File: src/ustx_pkg.sv
package ustx_pkg;
	// ==========================================================
	// Register offsets
	localparam logic [2:0] ADDR_DATA   = 3'h0;
	localparam logic [2:0] ADDR_STAT_A = 3'h1;
	localparam logic [2:0] ADDR_CTRL_B = 3'h2;
	localparam logic [2:0] ADDR_CTRL_C = 3'h3;
	localparam logic [2:0] ADDR_BAUD_L = 3'h4;
	localparam logic [2:0] ADDR_BAUD_H = 3'h5;
	// ==========================================================
	// Status register A fields
	localparam int STA_TXC  = 6;
	localparam int STA_BUFFER_EMPTY_FLAG = 5;
	localparam int STA_U2X  = 1;
	// ==========================================================
	// Control register B fields
	localparam int CRB_BUFFER_EMPTY_IRQ_ENABLE = 5;
	localparam int CRB_TX_COMPLETE_IRQ_ENABLE = 6;
	localparam int CRB_TX_ENABLE_BIT  = 3;
	localparam int CRB_CSZ2  = 2;
	localparam int CRB_TX_NINTH_BIT  = 0;
	// ==========================================================
	// Control register C fields
	localparam int CRC_SYNC  = 6;
	localparam int CRC_PARITY_MODE_UPPER_BIT  = 5;
	localparam int CRC_UPM0  = 4;
	localparam int CRC_SBS   = 3;
	localparam int CRC_CSZ1  = 2;
	localparam int CRC_CSZ0  = 1;
	localparam int CRC_CPOL  = 0;
	localparam logic [7:0] CRC_RESET = 8'h06;
	// ==========================================================
	// Divide ratios of the baud tick
	localparam logic [4:0] DIV_SYNC   = 5'h02;
	localparam logic [4:0] DIV_DOUBLE = 5'h08;
	localparam logic [4:0] DIV_NORMAL = 5'h10;
	localparam int BAUD_W = 12;
	typedef enum logic [2:0] {
		ST_IDLE, ST_START, ST_DATA, ST_PARITY, ST_STOP1, ST_STOP2
	} ustx_state_e;
endpackage

File: src/ustx_baud.sv
`timescale 1ns/100ps
`default_nettype none
module ustx_baud
	import ustx_pkg::*;
#(
	parameter int W = BAUD_W
) (
	input  wire logic         clock,
	input  wire logic         sys_rst,
	input  wire logic [W-1:0] divisor,
	input  wire logic         reload,
	output logic              tick
);
	logic [W-1:0] cnt_reg;
	// ==========================================================
	// Down-counter, ticks every divisor+1 cycles
	always_ff @(posedge clock) begin
		if (sys_rst) begin
			cnt_reg <= '0;
		end else if (reload || cnt_reg == '0) begin
			cnt_reg <= divisor;
		end else begin
			cnt_reg <= cnt_reg - 1'b1;
		end
	end
	assign tick = (cnt_reg == '0) && !reload;
endmodule
`default_nettype wire

File: src/ustx_xck_sync.sv
`timescale 1ns/100ps
`default_nettype none
module ustx_xck_sync (
	input  wire logic clock,
	input  wire logic sys_rst,
	input  wire logic xck_in,
	input  wire logic cpol,
	output logic      change_edge
);
	logic s1_reg;
	logic s2_reg;
	logic s3_reg;
	// ==========================================================
	// Synchroniser and edge detector
	always_ff @(posedge clock) begin
		if (sys_rst) begin
			s1_reg <= 1'b0;
			s2_reg <= 1'b0;
			s3_reg <= 1'b0;
		end else begin
			s1_reg <= xck_in;
			s2_reg <= s1_reg;
			s3_reg <= s2_reg;
		end
	end
	// Falling edge when polarity set, rising otherwise
	assign change_edge = cpol ? (s3_reg && !s2_reg)
	                          : (!s3_reg && s2_reg);
endmodule
`default_nettype wire

File: src/ustx_top.sv
// Implementation choices: the address map and the address-and-strobe port.
`timescale 1ns/100ps
`default_nettype none
// Notes on behaviour
// - Enable takes over transmit data pin
// - Synchronous master enable takes over serial clock pin
// - Data write loads buffer, starts transmission
// - Buffer moves to idle or finishing shifter
// - Shifter sends frame at selected rate
// - Short characters drop upper data bits
// - Buffer-empty flag tracks buffer content
// - Data write clears buffer-empty flag
// - Buffer-empty interrupt held while flag set
// - Complete flag set at end of first stop bit when buffer empty
// - Complete flag cleared by ack or one-write
// - Complete interrupt raised while flag set
// - Parity inserted before first stop bit
// - Disable waits for pending frames
// - Disabled transmitter releases data pin
// - Start, data LSB first, parity, stops
// - Parity is data xor, inverted for odd
// - Baud tick every divisor-plus-one cycles
// - Clock polarity selects data change edge
module ustx_top
	import ustx_pkg::*;
(
	input  wire logic       clock,
	input  wire logic       sys_rst,
	input  wire logic [2:0] reg_addr,
	input  wire logic [7:0] reg_wdata,
	input  wire logic       reg_write,
	input  wire logic       reg_read,
	output logic      [7:0] reg_rdata,
	input  wire logic       tx_complete_irq_ack,
	input  wire logic       serial_clock_pin_in,
	output logic            serial_clock_pin_out,
	output logic            serial_clock_pin_oe,
	input  wire logic       xck_master,
	output logic            tx_data_pin_out,
	output logic            tx_data_pin_oe,
	output logic            buffer_empty_irq,
	output logic            tx_complete_irq
);
	logic [7:0]        buf_data_reg;
	logic              buf_ninth_reg;
	logic              buffer_empty_flag_reg;
	logic              tx_complete_flag_reg;
	logic              double_speed_bit_reg;
	logic [7:0]        control_reg_b_reg;
	logic [7:0]        control_reg_c_reg;
	logic [BAUD_W-1:0] baud_divisor_reg;
	logic [8:0]        shift_reg;
	logic [3:0]        bit_cnt_reg;
	logic              parity_reg;
	logic [4:0]        pre_reg;
	logic              txd_reg;
	logic              active_reg;
	logic              xcko_reg;
	ustx_state_e       state_reg;
	logic              data_wr;
	logic              baud_tick;
	logic              xck_edge;
	logic              bit_strobe;
	logic              sync_mode;
	logic              slave_mode;
	logic [4:0]        div_ratio;
	logic [3:0]        nbits;
	logic              load_now;
	logic              frame_end;
	logic              tx_enable_bit;

	// ==========================================================
	// Helpers
	function automatic logic [3:0] char_bits(input logic [2:0] sz);
		case (sz)
			3'h0: char_bits = 4'h5;
			3'h1: char_bits = 4'h6;
			3'h2: char_bits = 4'h7;
			3'h7: char_bits = 4'h9;
			default: char_bits = 4'h8;
		endcase
	endfunction

	function automatic logic [8:0] trim(input logic [8:0] d,
	                                    input logic [3:0] n);
		trim = d & ~(9'h1FF << n);
	endfunction

	assign tx_enable_bit = control_reg_b_reg[CRB_TX_ENABLE_BIT];
	assign sync_mode     = control_reg_c_reg[CRC_SYNC];
	assign slave_mode    = sync_mode && !xck_master;
	assign nbits = char_bits({control_reg_b_reg[CRB_CSZ2],
	                          control_reg_c_reg[CRC_CSZ1],
	                          control_reg_c_reg[CRC_CSZ0]});
	assign data_wr = reg_write && (reg_addr == ADDR_DATA);

	// ==========================================================
	// Clock sources
	ustx_baud #(.W(BAUD_W)) u_baud (
		.clock   (clock),
		.sys_rst (sys_rst),
		.divisor (baud_divisor_reg),
		.reload  (reg_write && reg_addr == ADDR_BAUD_L),
		.tick    (baud_tick)
	);

	ustx_xck_sync u_xck (
		.clock       (clock),
		.sys_rst     (sys_rst),
		.xck_in      (serial_clock_pin_in),
		.cpol        (control_reg_c_reg[CRC_CPOL]),
		.change_edge (xck_edge)
	);

	always_comb begin
		if (sync_mode) begin
			div_ratio = DIV_SYNC;
		end else if (double_speed_bit_reg) begin
			div_ratio = DIV_DOUBLE;
		end else begin
			div_ratio = DIV_NORMAL;
		end
	end

	// ==========================================================
	// Prescaler dividing the baud tick
	always_ff @(posedge clock) begin
		if (sys_rst) begin
			pre_reg <= '0;
		end else if (baud_tick) begin
			if (pre_reg >= div_ratio - 5'h01) begin
				pre_reg <= '0;
			end else begin
				pre_reg <= pre_reg + 5'h01;
			end
		end
	end

	// Master clock out toggles each baud tick in synchronous mode
	always_ff @(posedge clock) begin
		if (sys_rst) begin
			xcko_reg <= 1'b0;
		end else if (sync_mode && baud_tick) begin
			xcko_reg <= ~xcko_reg;
		end
	end

	always_comb begin
		if (slave_mode) begin
			bit_strobe = xck_edge;
		end else if (sync_mode) begin
			// Change on edge chosen by polarity
			bit_strobe = baud_tick &&
				(xcko_reg == control_reg_c_reg[CRC_CPOL]);
		end else begin
			bit_strobe = baud_tick &&
				(pre_reg >= div_ratio - 5'h01);
		end
	end

	// ==========================================================
	// Configuration registers
	always_ff @(posedge clock) begin
		if (sys_rst) begin
			control_reg_b_reg    <= 8'h00;
			control_reg_c_reg    <= CRC_RESET;
			baud_divisor_reg     <= '0;
			double_speed_bit_reg <= 1'b0;
		end else if (reg_write) begin
			case (reg_addr)
				ADDR_CTRL_B: control_reg_b_reg <= reg_wdata;
				ADDR_CTRL_C: control_reg_c_reg <= reg_wdata;
				ADDR_BAUD_L: baud_divisor_reg[7:0] <= reg_wdata;
				ADDR_BAUD_H: baud_divisor_reg[BAUD_W-1:8] <=
					reg_wdata[BAUD_W-9:0];
				ADDR_STAT_A: double_speed_bit_reg <=
					reg_wdata[STA_U2X];
				default: ;
			endcase
		end
	end

	// ==========================================================
	// Transmit buffer
	assign frame_end = bit_strobe &&
		((state_reg == ST_STOP1 && !control_reg_c_reg[CRC_SBS]) ||
		 state_reg == ST_STOP2);
	assign load_now = !buffer_empty_flag_reg &&
		(state_reg == ST_IDLE || frame_end);

	always_ff @(posedge clock) begin
		if (sys_rst) begin
			buffer_empty_flag_reg <= 1'b1;
			buf_data_reg          <= 8'h00;
			buf_ninth_reg         <= 1'b0;
		end else if (data_wr) begin
			buf_data_reg          <= reg_wdata;
			buf_ninth_reg         <= control_reg_b_reg[CRB_TX_NINTH_BIT];
			buffer_empty_flag_reg <= 1'b0;
		end else if (load_now) begin
			buffer_empty_flag_reg <= 1'b1;
		end
	end

	// ==========================================================
	// Frame sequencer
	always_ff @(posedge clock) begin
		if (sys_rst) begin
			state_reg   <= ST_IDLE;
			shift_reg   <= '0;
			bit_cnt_reg <= '0;
			parity_reg  <= 1'b0;
			txd_reg     <= 1'b1;
		end else if (load_now) begin
			shift_reg  <= trim({buf_ninth_reg, buf_data_reg}, nbits);
			parity_reg <= ^trim({buf_ninth_reg, buf_data_reg}, nbits)
				^ control_reg_c_reg[CRC_UPM0];
			bit_cnt_reg <= '0;
			state_reg   <= ST_START;
			txd_reg     <= 1'b1;
		end else if (state_reg == ST_IDLE) begin
			txd_reg <= 1'b1;
		end else if (bit_strobe) begin
			case (state_reg)
				ST_START: begin
					txd_reg   <= 1'b0;
					state_reg <= ST_DATA;
				end
				ST_DATA: begin
					txd_reg     <= shift_reg[0];
					shift_reg   <= shift_reg >> 1;
					bit_cnt_reg <= bit_cnt_reg + 4'h1;
					if (bit_cnt_reg == nbits - 4'h1) begin
						state_reg <= control_reg_c_reg[CRC_PARITY_MODE_UPPER_BIT]
							? ST_PARITY : ST_STOP1;
					end
				end
				ST_PARITY: begin
					txd_reg   <= parity_reg;
					state_reg <= ST_STOP1;
				end
				ST_STOP1: begin
					txd_reg   <= 1'b1;
					state_reg <= ST_STOP2;
				end
				ST_STOP2: begin
					// Extra stop, or line end of single stop
					txd_reg   <= 1'b1;
					state_reg <= ST_IDLE;
				end
				default: state_reg <= ST_IDLE;
			endcase
			if (state_reg == ST_STOP2 && !control_reg_c_reg[CRC_SBS]) begin
				state_reg <= ST_IDLE;
			end
		end
	end

	// ==========================================================
	// Transmit complete flag
	always_ff @(posedge clock) begin
		if (sys_rst) begin
			tx_complete_flag_reg <= 1'b0;
		end else if (state_reg == ST_STOP2 && bit_strobe &&
		             buffer_empty_flag_reg) begin
			tx_complete_flag_reg <= 1'b1;
		end else if (tx_complete_irq_ack ||
		             (reg_write && reg_addr == ADDR_STAT_A &&
		              reg_wdata[STA_TXC])) begin
			tx_complete_flag_reg <= 1'b0;
		end
	end

	// ==========================================================
	// Pin override, held while work remains
	always_ff @(posedge clock) begin
		if (sys_rst) begin
			active_reg <= 1'b0;
		end else begin
			active_reg <= tx_enable_bit || state_reg != ST_IDLE ||
				!buffer_empty_flag_reg;
		end
	end

	assign tx_data_pin_out      = txd_reg;
	assign tx_data_pin_oe       = active_reg;
	assign serial_clock_pin_out = xcko_reg;
	assign serial_clock_pin_oe  = active_reg && sync_mode &&
		xck_master;
	assign buffer_empty_irq = control_reg_b_reg[CRB_BUFFER_EMPTY_IRQ_ENABLE] &&
		buffer_empty_flag_reg;
	assign tx_complete_irq = control_reg_b_reg[CRB_TX_COMPLETE_IRQ_ENABLE] &&
		tx_complete_flag_reg;

	// ==========================================================
	// Read port
	always_ff @(posedge clock) begin
		if (sys_rst) begin
			reg_rdata <= 8'h00;
		end else if (reg_read) begin
			case (reg_addr)
				ADDR_STAT_A: begin
					reg_rdata <= 8'h00;
					reg_rdata[STA_TXC]  <= tx_complete_flag_reg;
					reg_rdata[STA_BUFFER_EMPTY_FLAG] <= buffer_empty_flag_reg;
					reg_rdata[STA_U2X]  <= double_speed_bit_reg;
				end
				ADDR_CTRL_B: reg_rdata <= control_reg_b_reg;
				ADDR_CTRL_C: reg_rdata <= control_reg_c_reg;
				ADDR_BAUD_L: reg_rdata <= baud_divisor_reg[7:0];
				ADDR_BAUD_H: reg_rdata <= {4'h0,
					baud_divisor_reg[BAUD_W-1:8]};
				default: reg_rdata <= 8'h00;
			endcase
		end else begin
			reg_rdata <= 8'h00;
		end
	end
endmodule
`default_nettype wire

File: config.mk
export PLATFORM = sky130hd
export DESIGN_NAME = ustx_top
export DESIGN_NICKNAME = d
export VERILOG_FILES = /design/src/ustx_pkg.sv /design/src/ustx_baud.sv /design/src/ustx_xck_sync.sv /design/src/ustx_top.sv
export SDC_FILE = /design/constraint.sdc
export NUM_CORES = 1
export LEC_CHECK = 0
export ABC_AREA = 0
export BUFFER_PORTS_ARGS = -buffer_cell sky130_fd_sc_hd__buf_2
export CORE_MARGIN = 1.5
export CORE_UTILIZATION = 30
export CTS_CLUSTER_DIAMETER = 200
export CTS_CLUSTER_SIZE = 8
export DETAILED_ROUTE_END_ITERATION = 10
export HOLD_SLACK_MARGIN = 0.02
export SLEW_MARGIN = 10
export SYNTH_ARGS = -nofsm -noshare
export SYNTH_HDL_FRONTEND = slang
export SYNTH_SLANG_ARGS = --single-unit
export TNS_END_PERCENT = 30
File: constraint.sdc
create_clock -name clock -period 2.45 [get_ports clock]
set_clock_uncertainty 0.15 [all_clocks]
set_input_delay 0.245 -clock clock [delete_from_list [all_inputs] [get_ports clock]]
set_output_delay 0.245 -clock clock [all_outputs]
set_load 0.005 [all_outputs]
# Yosys cells after proc, flatten, opt, wreduce, memory -nomap -nowiden
# Cells that the tools add are included.
# totals
ff_bits	88
latchBits	0
ramBits	0
rom_bits	0
input_bits	18
memories	0
# classes
addsub	5
multipliers	0
n_div	0
n_lt_le_gt_ge	1
n_eq_ne	18
shifts	1
mux	25
bitwise_logic	6
n_reduce_logical	58
# ops
operator	count
$pmux 8 s5	1
$mux 9	4
$logic_and 1x1->1	21
$pmux 4 s4	1
$eq 3x2->1 const B	5
$eq 3x3->1 const B	5
$mux 5	3
$logic_not 12->1	1
$mux 12	1
$pmux 3 s4	1
$reduce_and 2->1	6
$reduce_and 3->1	4
$sub 12x1->12 const B	1
$mux 1	10
$and 9x9->9	1
$eq 3x1->1 const B	3
$logic_not 3->1	3
$mux 3	3
$not 9->9	1
$reduce_xor 9->1	1
$shl 9x4->9 const A	1
$reduce_bool 2->1	4
$logic_not 1->1	6
$logic_or 1x1->1	6
17 further kinds	21

# Depth between registers and ports, before layout
# Gate-level depths: netlist of run 1.
# logic_depth
word_depth	12
mapped_depth	10
ltp_nobuf	9

# By module
# A second synthesis of run 1 with hierarchy kept.
# hier_totals
cells_unflattened	509
hier_area_um2	4326.6
# by_module_without_submodules
mod	instances	cells_each	area_per_inst_um2	seq_area_each_um2
ustx_top	1	421	3487.1	1461.4
ustx_baud	1	79	738.2	240.2
ustx_xck_sync	1	9	101.3	60.1

# Least setup slack after synthesis of run 1
# No wires, ideal clock.
# synth_path
kind	flip-flop to flip-flop
from	reg u_baud.cnt_reg[0]
to	reg txd_reg (netlist: tx_data_pin_out)
setup_time_ns	0.134
t_arrival_ns	2.380
path_slack_ns	-0.214
stages_incl_launch_ff	10
period_less_slack_ns	2.664
cell_sequence	dfxtp_1 inv_1 ha_1 or4b_1 nor4b_4 a31oi_1 and2_0 clkbuf_1 o21ai_0 or4b_1
# synth_between
elab_chain_cells	9
# synth_lines
element	line_no	rtl
start: declaration	ustx_baud.sv:14	logic [W-1:0] cnt_reg;
start signal: assignment	ustx_baud.sv:21	cnt_reg <= divisor;
start signal: assignment	ustx_baud.sv:23	cnt_reg <= cnt_reg - 1'b1;
$logic_not 12->1 (*)	ustx_baud.sv:26	assign tick = (cnt_reg == '0) && !reload;
$logic_and 1x1->1 (*)	ustx_baud.sv:26	
$logic_and 1x1->1 (on tied branches)	ustx_top.sv:156, ustx_top.sv:153	
$mux 1 (*)	ustx_top.sv:151	end else if (sync_mode) begin
$mux 1 (*)	ustx_top.sv:149	if (slave_mode) begin
$logic_and 1x1->1	ustx_top.sv:185	assign frame_end = bit_strobe &&
$logic_or 1x1->1	ustx_top.sv:189	(state_reg == ST_IDLE || frame_end);
$logic_and 1x1->1	ustx_top.sv:188	assign load_now = !buffer_empty_flag_reg &&
$reduce_or 3->1 (no source line)	n/a	
end signal: assignment	ustx_top.sv:230	txd_reg <= shift_reg[0];
end signal: assignment	ustx_top.sv:239	txd_reg <= parity_reg;
end: declaration	ustx_top.sv:56	logic txd_reg;
# Every way passes the cells marked *; elsewhere a longest branch is shown, timed or not.
# A chain may end at the register's enable or synchronous reset.

# Worst setup path in the final report of run 1
# layout_path
from	reg u_baud.cnt_reg[0]
to	reg state_reg[1]
# layout_between
elab_chain_cells	9
# layout_lines
element	line_no	rtl
$logic_not 12->1 (*)	ustx_baud.sv:26	
$logic_and 1x1->1 (*)	ustx_baud.sv:26	
$logic_and 1x1->1 (on tied branches)	ustx_top.sv:156, ustx_top.sv:153	
$mux 1 (*)	ustx_top.sv:151	
$mux 1 (*)	ustx_top.sv:149	
$logic_and 1x1->1	ustx_top.sv:185	
$logic_or 1x1->1	ustx_top.sv:189	
$logic_and 1x1->1	ustx_top.sv:188	
$reduce_or 2->1 (no source line)	n/a	
end signal: assignment	ustx_top.sv:234	state_reg <= control_reg_c_reg[CRC_PARITY_MODE_UPPER_BIT]
end: declaration	ustx_top.sv:59	ustx_state_e state_reg;
# Marked as above.

==> results.txt, run 1 <==
----------------------------------------------------
[Synth]
  Netlist cell types ... 53
  Number of synthesis warnings ... 0
  Synth cell count leaders ... dfxtp_1, nand2_1, nor2_1
  Main area contributors after synthesis ... dfxtp_1, nand2_1, a21oi_1
  Async set-reset flop share out of synthesis ... 0
  Post-Synthesis Mean Instance Area ... ~8.4 sq um
  Leading cell type by number of instances after synthesis ... dfxtp_1
  Portion of the post-synthesis area used by sequential elements ... 0.419
  Number of synthesized register bits ... 88
  Number of flops mapped to enable cells by yosys ... 0
  Area fraction of the dominant cell type after synthesis ... 0.419
  Synthesized netlist cell count ... 500
  Most frequently used flop master after synthesis ... dfxtp_1
  Largest area contributor in the synthesized netlist ... dfxtp_1
  Mapped Area ... around 4200 sq um
  Net count after synthesis ... ~530

[Timing]
  Remaining max-slew budget at the tightest pin ... 0.576
  Setup slack of the critical path after layout ... -0.230 ns
  Count of final setup violators ... 18
  Number of pins exceeding their max-slew limit in the final report ... 0
  Post-layout min period ... ~2.7 ns
  Measured slew at the worst slew-check pin ... around 0.63 ns
  Setup TNS Final ... -2.74 ns
  RSZ-0062 raised after global routing ... true
  Final Hold Violating Endpoints ... 0
  Portion of the clock cycle consumed by the worst path in the final layout ... 1.09
  Timing-limited maximum frequency ... about 370 MHz

[Finish]
  Sequential cell area in the final layout ... about 1800 sq um
  Post-route core utilization ... 0.385
  Antenna diode count ... 0
  Proportion of layout cells with a drive suffix above 1 ... 0.230
  Fill cell count ... roughly 1.4k
  Post-route cell area ... about 5300 sq um
  Multi-input logic area ... 2420 sq um
  Final net count ... roughly 590
  Non-filler instance count after layout ... 750
  Area overhead of the layout relative to synthesis ... 26.2%

[CTS]
  Count of H-tree levels built during CTS ... 3
  Clock slew at reported path FFs ... 0.07 ns
  Number of buffers on the longest clock path ... 2
  CTS root buf ... clkbuf_16
  CTS Sinks ... 88
  Clock latency on the worst-skew pair ... between 0.3 and 0.4 ns
  Num CTS Buffers ... 9
  TritonCTS clock tree ... yes

[Routing]
  Post-detailed-routing wire length ... 11200 microns
  Wire length per cell after detailed routing ... ~15 microns
  Antenna Violating Nets Remaining ... 0
  Routed via count ... 3738
  DRC violation total after the first TritonRoute iteration ... approximately 230
  Vias per cell ... roughly 5
  First-pass iteration count of the detailed router ... 5
  Post-route DRC ... 0

[Global routing]
  Routing usage on met3 ... 0.0310
  Pin count of the biggest net entering global routing ... 40
  Global Route met2 Usage ... 0.250
  Number of global-route vias before repair ... 3590
  Grt peak-use layer ... met2
  Met1 demand-to-capacity share in global routing ... 0.224
  Sum of overflow across all layers after global routing ... 0
  Number of antenna violations at the first check in global routing ... 0
  First-pass GRT wire length ... 18500 microns
  Overall routing resource usage ... 0.159

[Die]
  Starting utilization of the core area ... 0.305
  Die Outline Area ... 14700 sq um
  Die H ... between 100 and 150 microns
  X dimension of the die ... 121 microns
  Standard cell core area ... ~14000 sq um
  Number of standard-cell rows in the floorplan ... 43
  Count of pins on the block boundary ... 32

[Power]
  P_leak ... ~2.1 nW
  Net Switching ... 1.18 mW
  Clock share of power ... 0.321
  Sequential power share ... 0.415
  Power density relative to cell area ... 748 nW/um^2
  Maximum ir drop on the vdd rail ... approximately 360 uV
  Switching part of the total power ... 0.298
  Part of the power in combinational logic ... 0.264
  Internal Dissipation ... between 2 and 3 mW

[Place]
  Port buffer count ... 31
  Gpl congestion ... between 0.8 and 0.9
  Final HPWL from detailed placement ... 8070 microns
  Cell count after placement ... just over 700
  Instance area at placement ... between 4000 and 5000 sq um

[Worst setup path]
  Crit-path most repeated cell ... buf_6
  Series of cell instances along the critical path ... inv_2 > ha_4 > or4b_4 > nor4b_4 > buf_4 > nand4b_4 > buf_6 > and2_4 > buf_6 > or4_1 > a21oi_1
  Start-to-end type of the worst setup path ... register to register
  Critical path buffers and inverters ... 4
  Highest net fanout along the worst path ... 6
  Reg2reg setup slack ... -0.23 ns
  Kind of start point of the critical path ... register
  Data required time of the critical path ... between 2 and 3 ns
  CP peak stage delay ... 0.46 ns
  Kind of end point of the critical path ... register
  Crit path DAT ... 2.79 ns
  Highest-delay cell along the critical path ... or4b_4
  Category of cells accounting for the largest share of critical-path delay ... simple AND/OR/NAND/NOR gates

[Worst hold path]
  Hold Path Class ... input pin to register

[Outcome]
  Result of the run ... finished, violations left
  Failing checks ... setup timing

[Job]
  Max-Cap Viols ... 0

----------------------------------------------------
-- path summary, 6_finish.rpt --
path                                          start                           endpoint  depth (start not counted)
setup / recovery       u_baud.cnt_reg[0]$_SDFF_PP0_          state_reg[1]$_SDFFE_PP0P_                         11
hold reg to reg   control_reg_b_reg[4]$_SDFFE_PP0P_  control_reg_b_reg[4]$_SDFFE_PP0P_                          2
setup reg to reg       u_baud.cnt_reg[0]$_SDFF_PP0_          state_reg[1]$_SDFFE_PP0P_                         11
hold / removal                         reg_wdata[7]   baud_divisor_reg[7]$_SDFFE_PP0P_                          3
-- cell type report --
class	count	share of cell area
clock buffers	11	0.0458
repair buffers	80	0.109
inverters	12	0.00849
well taps	180	0.0425
multi-input cells	374	0.456
clock inverters	5	0.00613
flip-flops and latches	88	0.333
-- power groups by stage --
stage	registers, mW	logic [mW]	clock network [mW]
2_1_floorplan	1.67	0.624	0
3_3_place_gp	1.66	0.938	0
3_5_place_dp	1.67	0.959	0
4_1_cts	1.64	1.02	1.30
5_1_grt	1.66	1.17	1.36
6_report	1.65	1.05	1.27
-- stage by stage --
step	hold slack, ns	total power [mW]	setup slack [ns]
finish	0.0412	3.96	-0.230
global route	0.0499	4.19	-0.312
CTS	0.0372	3.97	-0.244
detailed placement	0.299	2.63	-0.253
global placement	0.293	2.60	-0.192
floorplan	0.216	2.29	-0.214
-- logic make-up after synthesis --
| kind of cell | synth area share |
|---|---|
| simple gates | 0.229 |
| fa+ha+maj | 0.0328 |
| flops | 0.419 |
| xor+xnor | 0.0584 |
| mux | 0.0563 |
| buf+inv | 0.0346 |
| compound gates | 0.169 |
| other cells | 0.000893 |
-- per-layer routing --
| metal | up-vias | share of wire |
|---|---|---|
| met3 | 9 | 0.048 |
| met1 | 1762 | 0.48 |
| li1 | 1867 | - |
| met4 | 0 | 0.0092 |
| met2 | 100 | 0.46 |
| met5 | - | 0 |
-- cells in the final DEF (no fill, tap or decap), drive strengths merged, types with 11 or more instances in the layout --
master	instances
ha	11
a211oi	19
xnor2	19
nand2	85
inv	12
clkbuf	11
mux2i	18
a21oi	48
nor2	51
buf	79
dfxtp	88
-- worst register-to-register path: stages, from the launching register on --
cell and delay, ns:
dfxtp_2 0.32, inv_2 0.08, ha_4 0.12, or4b_4 0.46
nor4b_4 0.24, buf_4 0.19, nand4b_4 0.11, buf_6 0.14
and2_4 0.15, buf_6 0.12, or4_1 0.39, a21oi_1 0.13
-- repair_timing --
action,CTS,global route
setup endpoints to repair,18,20
hold endpoints to repair,1,0
resized for setup,22,16
hold buffers,1,0
setup buffers,4,2
pin swaps,13,6
gates cloned,0,0
Note: power is estimated with default switching activity, not from simulation.
==> run 2, diff against run 1 <==
CELL_PAD_IN_SITES_DETAIL_PLACEMENT = 2   (was not set)
CELL_PAD_IN_SITES_GLOBAL_PLACEMENT = 2   (was not set)
PLACE_DENSITY_LB_ADDON = 0.1   (was not set)
clock period = 2.3 ns   (was 2.45 ns; I/O delays follow)
==> run 2 against run 1 <==
Effect of this change:
- the flow still finishes with violations (setup timing)
- routed wire length is 38% higher
- sequential share of layout area is 2.6 points lower
- clock power is 39% higher
- non-clock buffer count is 32 higher
- count of clock-buffer cells in the layout stayed put
- hold slack worse by 0.011 ns
- final area is 8.4% higher
- sequential power is 7% higher
- register-to-register slack worse by 0.20 ns
- worst setup slack worse by 0.20 ns
- flip-flop and latch count stayed put
- cell count is 4.3% higher
- critical endpoint is now bit_cnt_reg[3]$_SDFFE_PP0P_
- largest cell class unchanged
- largest power group unchanged
==> results.txt, run 2 (synthesis results as in run 1) <==
----------------------------------------------------
[CTS]
  Num CTS Buffers ... 9
  CTS root buf ... clkbuf_16
  Count of H-tree levels built during CTS ... 3
  CTS Sinks ... 88
  TritonCTS clock tree ... yes
  Clock latency on the worst-skew pair ... ~0.35 ns
  Number of buffers on the longest clock path ... 2
  Clock slew at reported path FFs ... ~0.060 ns

[Timing]
  Final Hold Violating Endpoints ... 0
  Count of final setup violators ... 26
  Remaining max-slew budget at the tightest pin ... 0.631
  Setup slack of the critical path after layout ... -0.431 ns
  Portion of the clock cycle consumed by the worst path in the final layout ... 1.19
  RSZ-0062 raised after global routing ... true
  Measured slew at the worst slew-check pin ... 0.554 ns
  Timing-limited maximum frequency ... ~370 MHz
  Number of pins exceeding their max-slew limit in the final report ... 0
  Setup TNS Final ... -8.00 ns
  Post-layout min period ... roughly 2.7 ns

[Finish]
  Proportion of layout cells with a drive suffix above 1 ... 0.287
  Leading cell type in the layout, fill and taps excluded ... dfxtp_1
  Area overhead of the layout relative to synthesis ... 36.8%
  Multi-input logic area ... about 2500 sq um
  Sequential cell area in the final layout ... around 1800 sq um
  Post-route core utilization ... 0.417
  Final net count ... roughly 630
  Top library cells by usage in the layout, fill and taps aside ... dfxtp_1, nand2_1, buf_4, nor2_1, a21oi_1
  Post-route cell area ... about 5700 sq um
  Antenna diode count ... 0
  Non-filler instance count after layout ... between 700 and 800
  Fill cell count ... approximately 1.6k

[Power]
  Power density relative to cell area ... 868 nW/um^2
  Clock share of power ... 0.352
  Part of the power in combinational logic ... 0.295
  Sequential power share ... 0.353
  P_leak ... 2.25 nW
  Maximum ir drop on the vdd rail ... around 340 uV
  Internal Dissipation ... approximately 3.5 mW
  Net Switching ... 1.47 mW
  Switching part of the total power ... 0.295

[Die]
  Starting utilization of the core area ... 0.305
  Count of pins on the block boundary ... 32
  X dimension of the die ... between 100 and 150 microns
  Number of standard-cell rows in the floorplan ... 43
  Die H ... around 120 microns
  Standard cell core area ... ~14000 sq um
  Die Outline Area ... 14700 sq um

[Global routing]
  Overall routing resource usage ... 0.220
  Sum of overflow across all layers after global routing ... 0
  Number of antenna violations at the first check in global routing ... 0
  Pin count of the biggest net entering global routing ... 27
  First-pass GRT wire length ... approximately 24000 microns
  Number of global-route vias before repair ... 4344

[Worst setup path]
  Kind of start point of the critical path ... register
  Kind of end point of the critical path ... register
  Crit path DAT ... 2.83 ns
  Data required time of the critical path ... between 2 and 2.5 ns
  Highest net fanout along the worst path ... 3
  Start-to-end type of the worst setup path ... register to register

[Routing]
  Antenna Violating Nets Remaining ... 0
  Wire length per cell after detailed routing ... 19.7 microns
  Post-route DRC ... 0
  DRC violation total after the first TritonRoute iteration ... 170
  Post-detailed-routing wire length ... about 15000 microns
  Routed via count ... 3965
  Vias per cell ... 5.07
  First-pass iteration count of the detailed router ... 4

[Outcome]
  Result of the run ... finished, violations left
  Failing checks ... setup timing

[Place]
  Gpl congestion ... ~0.8
  Final HPWL from detailed placement ... 10400 microns
  Port buffer count ... 31
  Cell count after placement ... between 700 and 800
  Instance area at placement ... ~5000 sq um

[Worst hold path]
  Hold Path Class ... input pin to register

[Job]
  Max-Cap Viols ... 0

----------------------------------------------------
[run 2: cell count changes in the layout (fill, tap and decap cells not counted), moves of 3 or more]
| cell | change |
|---|---|
| bufinv_16 | +3 |
| a21oi_2 | +4 |
| buf_4 | +26 |
| a21oi_1 | -4 |
[run 2: worst paths after layout]
kind,start,endpoint,slack (ns),depth (start not counted)
worst min-delay path,reg_wdata[5],control_reg_c_reg[5]$_SDFFE_PP0P_,0.03,3
worst max-delay path,u_baud.cnt_reg[1]$_SDFF_PP0_,bit_cnt_reg[3]$_SDFFE_PP0P_,-0.43,12
worst max register to register,u_baud.cnt_reg[1]$_SDFF_PP0_,bit_cnt_reg[3]$_SDFFE_PP0P_,-0.43,12
worst min register to register,control_reg_c_reg[7]$_SDFFE_PP0P_,control_reg_c_reg[7]$_SDFFE_PP0P_,0.31,2
[run 2: critical path, cell delays in order (launching register included)]
cell and delay [ns]:
dfxtp_2 0.33, inv_2 0.08, ha_4 0.12, or4b_4 0.46, nor4b_4 0.22, buf_4 0.19
nand4b_4 0.11, buf_6 0.14, buf_4 0.12, buf_4 0.14, a211oi_2 0.36, xnor2_1 0.16
nor2_1 0.06
[run 2: repair_timing]
item                                    CTS  global route
endpoints found under the hold margin     8             0
pin swaps                                21            10
hold buffers                              3             0
buffers inserted                         15             4
gates resized for setup                  35            21
gates cloned                              1             0
endpoints found under the setup margin   27            38
[run 2: area by class of cell]
cell class / count / area share
flip-flops and latches: 88 / 0.307
repair buffers: 112 / 0.152
clock inverters: 5 / 0.0179
multi-input cells: 374 / 0.432
inverters: 12 / 0.00784
clock buffers: 11 / 0.0440
well taps: 180 / 0.0392
[run 2: metrics by stage]
step / total power, mW / setup WS [ns] / hold WS (ns)
detailed placement: 2.92 / -0.476 / 0.295
global route: 5.23 / -0.557 / 0.0284
global placement: 2.87 / -0.387 / 0.284
floorplan: 2.44 / -0.364 / 0.201
finish: 4.99 / -0.431 / 0.0302
CTS: 4.93 / -0.473 / 0.0231
[run 2: power groups by stage]
stage	combinational, mW	clock, mW	sequential (mW)
final	1.47	1.76	1.76
after CTS	1.38	1.80	1.75
after detailed placement	1.15	0	1.78
after global routing	1.60	1.85	1.77
after floorplan	0.665	0	1.77
after global placement	1.10	0	1.77
[run 2: routing by layer]
layer / vias up / routed length, microns / GRT usage
met5: - / 0 / 0
met4: 0 / 340 / 0.0853
met1: 1979 / 7260 / 0.285
met2: 48 / 7490 / 0.372
met3: 18 / 340 / 0.0263
li1: 1920 / - / -
==> run 3, diff against run 2 <==
TNS_END_PERCENT = not set   (was 30)
==> run 3 against run 2 <==
Effect of this change:
- critical path type unchanged
- register-to-register slack hardly changed
- worst setup slack better by 0.012 ns
- hold slack better by 0.0047 ns
- final area is 2.7% higher
- flip-flop and latch count stayed put
- die area stayed put
- power is 3.0% higher
- global-route usage is 1.5 points lower
- maximum frequency is 0.44% higher
- the flow still finishes with violations (setup timing)
==> results.txt, run 3 (synthesis results as in run 1) <==
----------------------------------------------------
[Outcome]
  Result of the run ... finished, violations left
  Failing checks ... setup timing

[Place]
  Setup slack at placement ... -0.616 ns
  Cell count after placement ... approximately 750
  Port buffer count ... 31
  Final HPWL from detailed placement ... about 10000 microns
  Instance area at placement ... 5020 sq um
  Gpl congestion ... around 0.8

[Worst setup path]
  Category of cells accounting for the largest share of critical-path delay ... simple AND/OR/NAND/NOR gates
  Highest-delay cell along the critical path ... or4b_4
  Highest net fanout along the worst path ... 6
  Data required time of the critical path ... ~2.4 ns
  Series of cell instances along the critical path ... inv_2 > ha_4 > or4b_4 > nor4b_4 > buf_6 > nand4b_4 > buf_6 > and2_4 > buf_6 > or4_4 > a21oi_2
  Reg2reg setup slack ... -0.42 ns
  Crit path DAT ... between 2 and 3 ns
  Kind of end point of the critical path ... register
  Critical path buffers and inverters ... 4
  Kind of start point of the critical path ... register
  CP peak stage delay ... about 0.46 ns
  Start-to-end type of the worst setup path ... register to register
  Crit-path most repeated cell ... buf_6

[Finish]
  Post-route core utilization ... 0.428
  Non-filler instance count after layout ... 781
  Proportion of layout cells with a drive suffix above 1 ... 0.329
  Leading cell type in the layout, fill and taps excluded ... dfxtp_1
  Final net count ... ~630
  Top library cells by usage in the layout, fill and taps aside ... dfxtp_1, nand2_1, buf_4, a21oi_1, nor2_1
  Post-route cell area ... just under 6000 sq um
  Area overhead of the layout relative to synthesis ... 40.5%
  Antenna diode count ... 0

[Timing]
  Remaining max-slew budget at the tightest pin ... 0.590
  Portion of the clock cycle consumed by the worst path in the final layout ... 1.18
  Minimum hold slack ... roughly 0.035 ns
  Setup TNS Final ... -6.92 ns
  Post-layout min period ... 2.72 ns
  Timing-limited maximum frequency ... 368 MHz
  Measured slew at the worst slew-check pin ... 0.613 ns
  Number of pins exceeding their max-slew limit in the final report ... 0
  RSZ-0062 raised after global routing ... true
  Count of final setup violators ... 26
  Setup slack of the critical path after layout ... -0.419 ns
  Final Hold Violating Endpoints ... 0

[Power]
  Power density relative to cell area ... 871 nW/um^2
  Clock share of power ... 0.333
  Total chip power ... roughly 5.1 mW
  Maximum ir drop on the vdd rail ... roughly 470 uV
  Sequential power share ... 0.342
  P_leak ... about 2.3 nW
  Net Switching ... about 1.6 mW
  Internal Dissipation ... 3.58 mW
  Switching part of the total power ... 0.303
  Part of the power in combinational logic ... 0.325

[Global routing]
  First-pass GRT wire length ... about 23000 microns
  Number of antenna violations at the first check in global routing ... 0
  Sum of overflow across all layers after global routing ... 0
  Pin count of the biggest net entering global routing ... 55
  Overall routing resource usage ... 0.205
  Number of global-route vias before repair ... about 4.2k

[CTS]
  Number of buffers on the longest clock path ... 2
  Num CTS Buffers ... 9
  Clock slew at reported path FFs ... ~0.07 ns
  CTS Sinks ... 88
  TritonCTS clock tree ... yes
  Clock latency on the worst-skew pair ... ~0.35 ns
  Count of H-tree levels built during CTS ... 3
  CTS root buf ... clkbuf_16

[Routing]
  Vias per cell ... roughly 5.1
  Wire length per cell after detailed routing ... 19.5 microns
  Post-detailed-routing wire length ... between 15000 and 20000 microns
  First-pass iteration count of the detailed router ... 4
  Routed via count ... ~4k
  Antenna Violating Nets Remaining ... 0
  DRC violation total after the first TritonRoute iteration ... between 100 and 150
  Post-route DRC ... 0

[Die]
  Standard cell core area ... approximately 14000 sq um
  Number of standard-cell rows in the floorplan ... 43
  Count of pins on the block boundary ... 32
  Die H ... between 100 and 150 microns
  X dimension of the die ... about 120 microns
  Die Outline Area ... 14700 sq um
  Starting utilization of the core area ... 0.305

[Worst hold path]
  Hold Path Class ... input pin to register

[Job]
  Max-Cap Viols ... 0

----------------------------------------------------
run 3: cell types whose count changed in the layout (fill, tap and decap cells not counted), moves of 3 or more:
cell	previous run	this run
a211oi_1	13	3
a211oi_2	6	16
a21oi_2	5	8
buf_4	65	58
buf_6	8	13
nor2_1	48	32
nor2_4	0	15
run 3: routing by layer:
layer  track usage  wire length, microns  up-vias
met5             0                     0        -
met1         0.266                  7130     2034
met3        0.0301                   281       14
met2         0.344                  7610       43
met4        0.0721                   206        0
li1              -                     -     1924
run 3: timing repair:
item | 4_1_cts | 5_1_grt
gates cloned | 1 | 3
setup endpoints to repair | 23 | 38
setup buffers | 5 | 5
resized for setup | 24 | 70
hold buffers | 3 | 0
pin swaps | 6 | 16
hold endpoints to repair | 6 | 0
run 3: tightest hold or removal path, stage by stage:
cell and delay [ns]:
buf_2 0.14, nand2_1 0.06, a21oi_1 0.05
run 3: final timing paths:
check,start,to,cells past startpoint
setup / recovery,u_baud.cnt_reg[0]$_SDFF_PP0_,state_reg[1]$_SDFFE_PP0P_,11
hold / removal,reg_wdata[5],control_reg_b_reg[5]$_SDFFE_PP0P_,3
setup reg to reg,u_baud.cnt_reg[0]$_SDFF_PP0_,state_reg[1]$_SDFFE_PP0P_,11
hold reg to reg,u_xck.s1_reg$_SDFF_PP0_,u_xck.s2_reg$_SDFF_PP0_,1
run 3: cell type report:
cell class / count / area, sq um
timing repair buffer: 111 / 892
clock buffer: 12 / 246
fill: 1535 / 7870
inverter: 12 / 45.0
multi-input combinational: 375 / 2640
tap: 180 / 225
clock inverter: 3 / 90.1
sequential: 88 / 1760
run 3: power by group through the flow:
stage | logic (mW) | clock network [mW] | registers, mW
CTS | 1.23 | 1.75 | 1.75
global placement | 1.14 | 0 | 1.77
floorplan | 0.683 | 0 | 1.78
global route | 1.79 | 1.81 | 1.77
detailed placement | 1.19 | 0 | 1.78
finish | 1.67 | 1.71 | 1.76
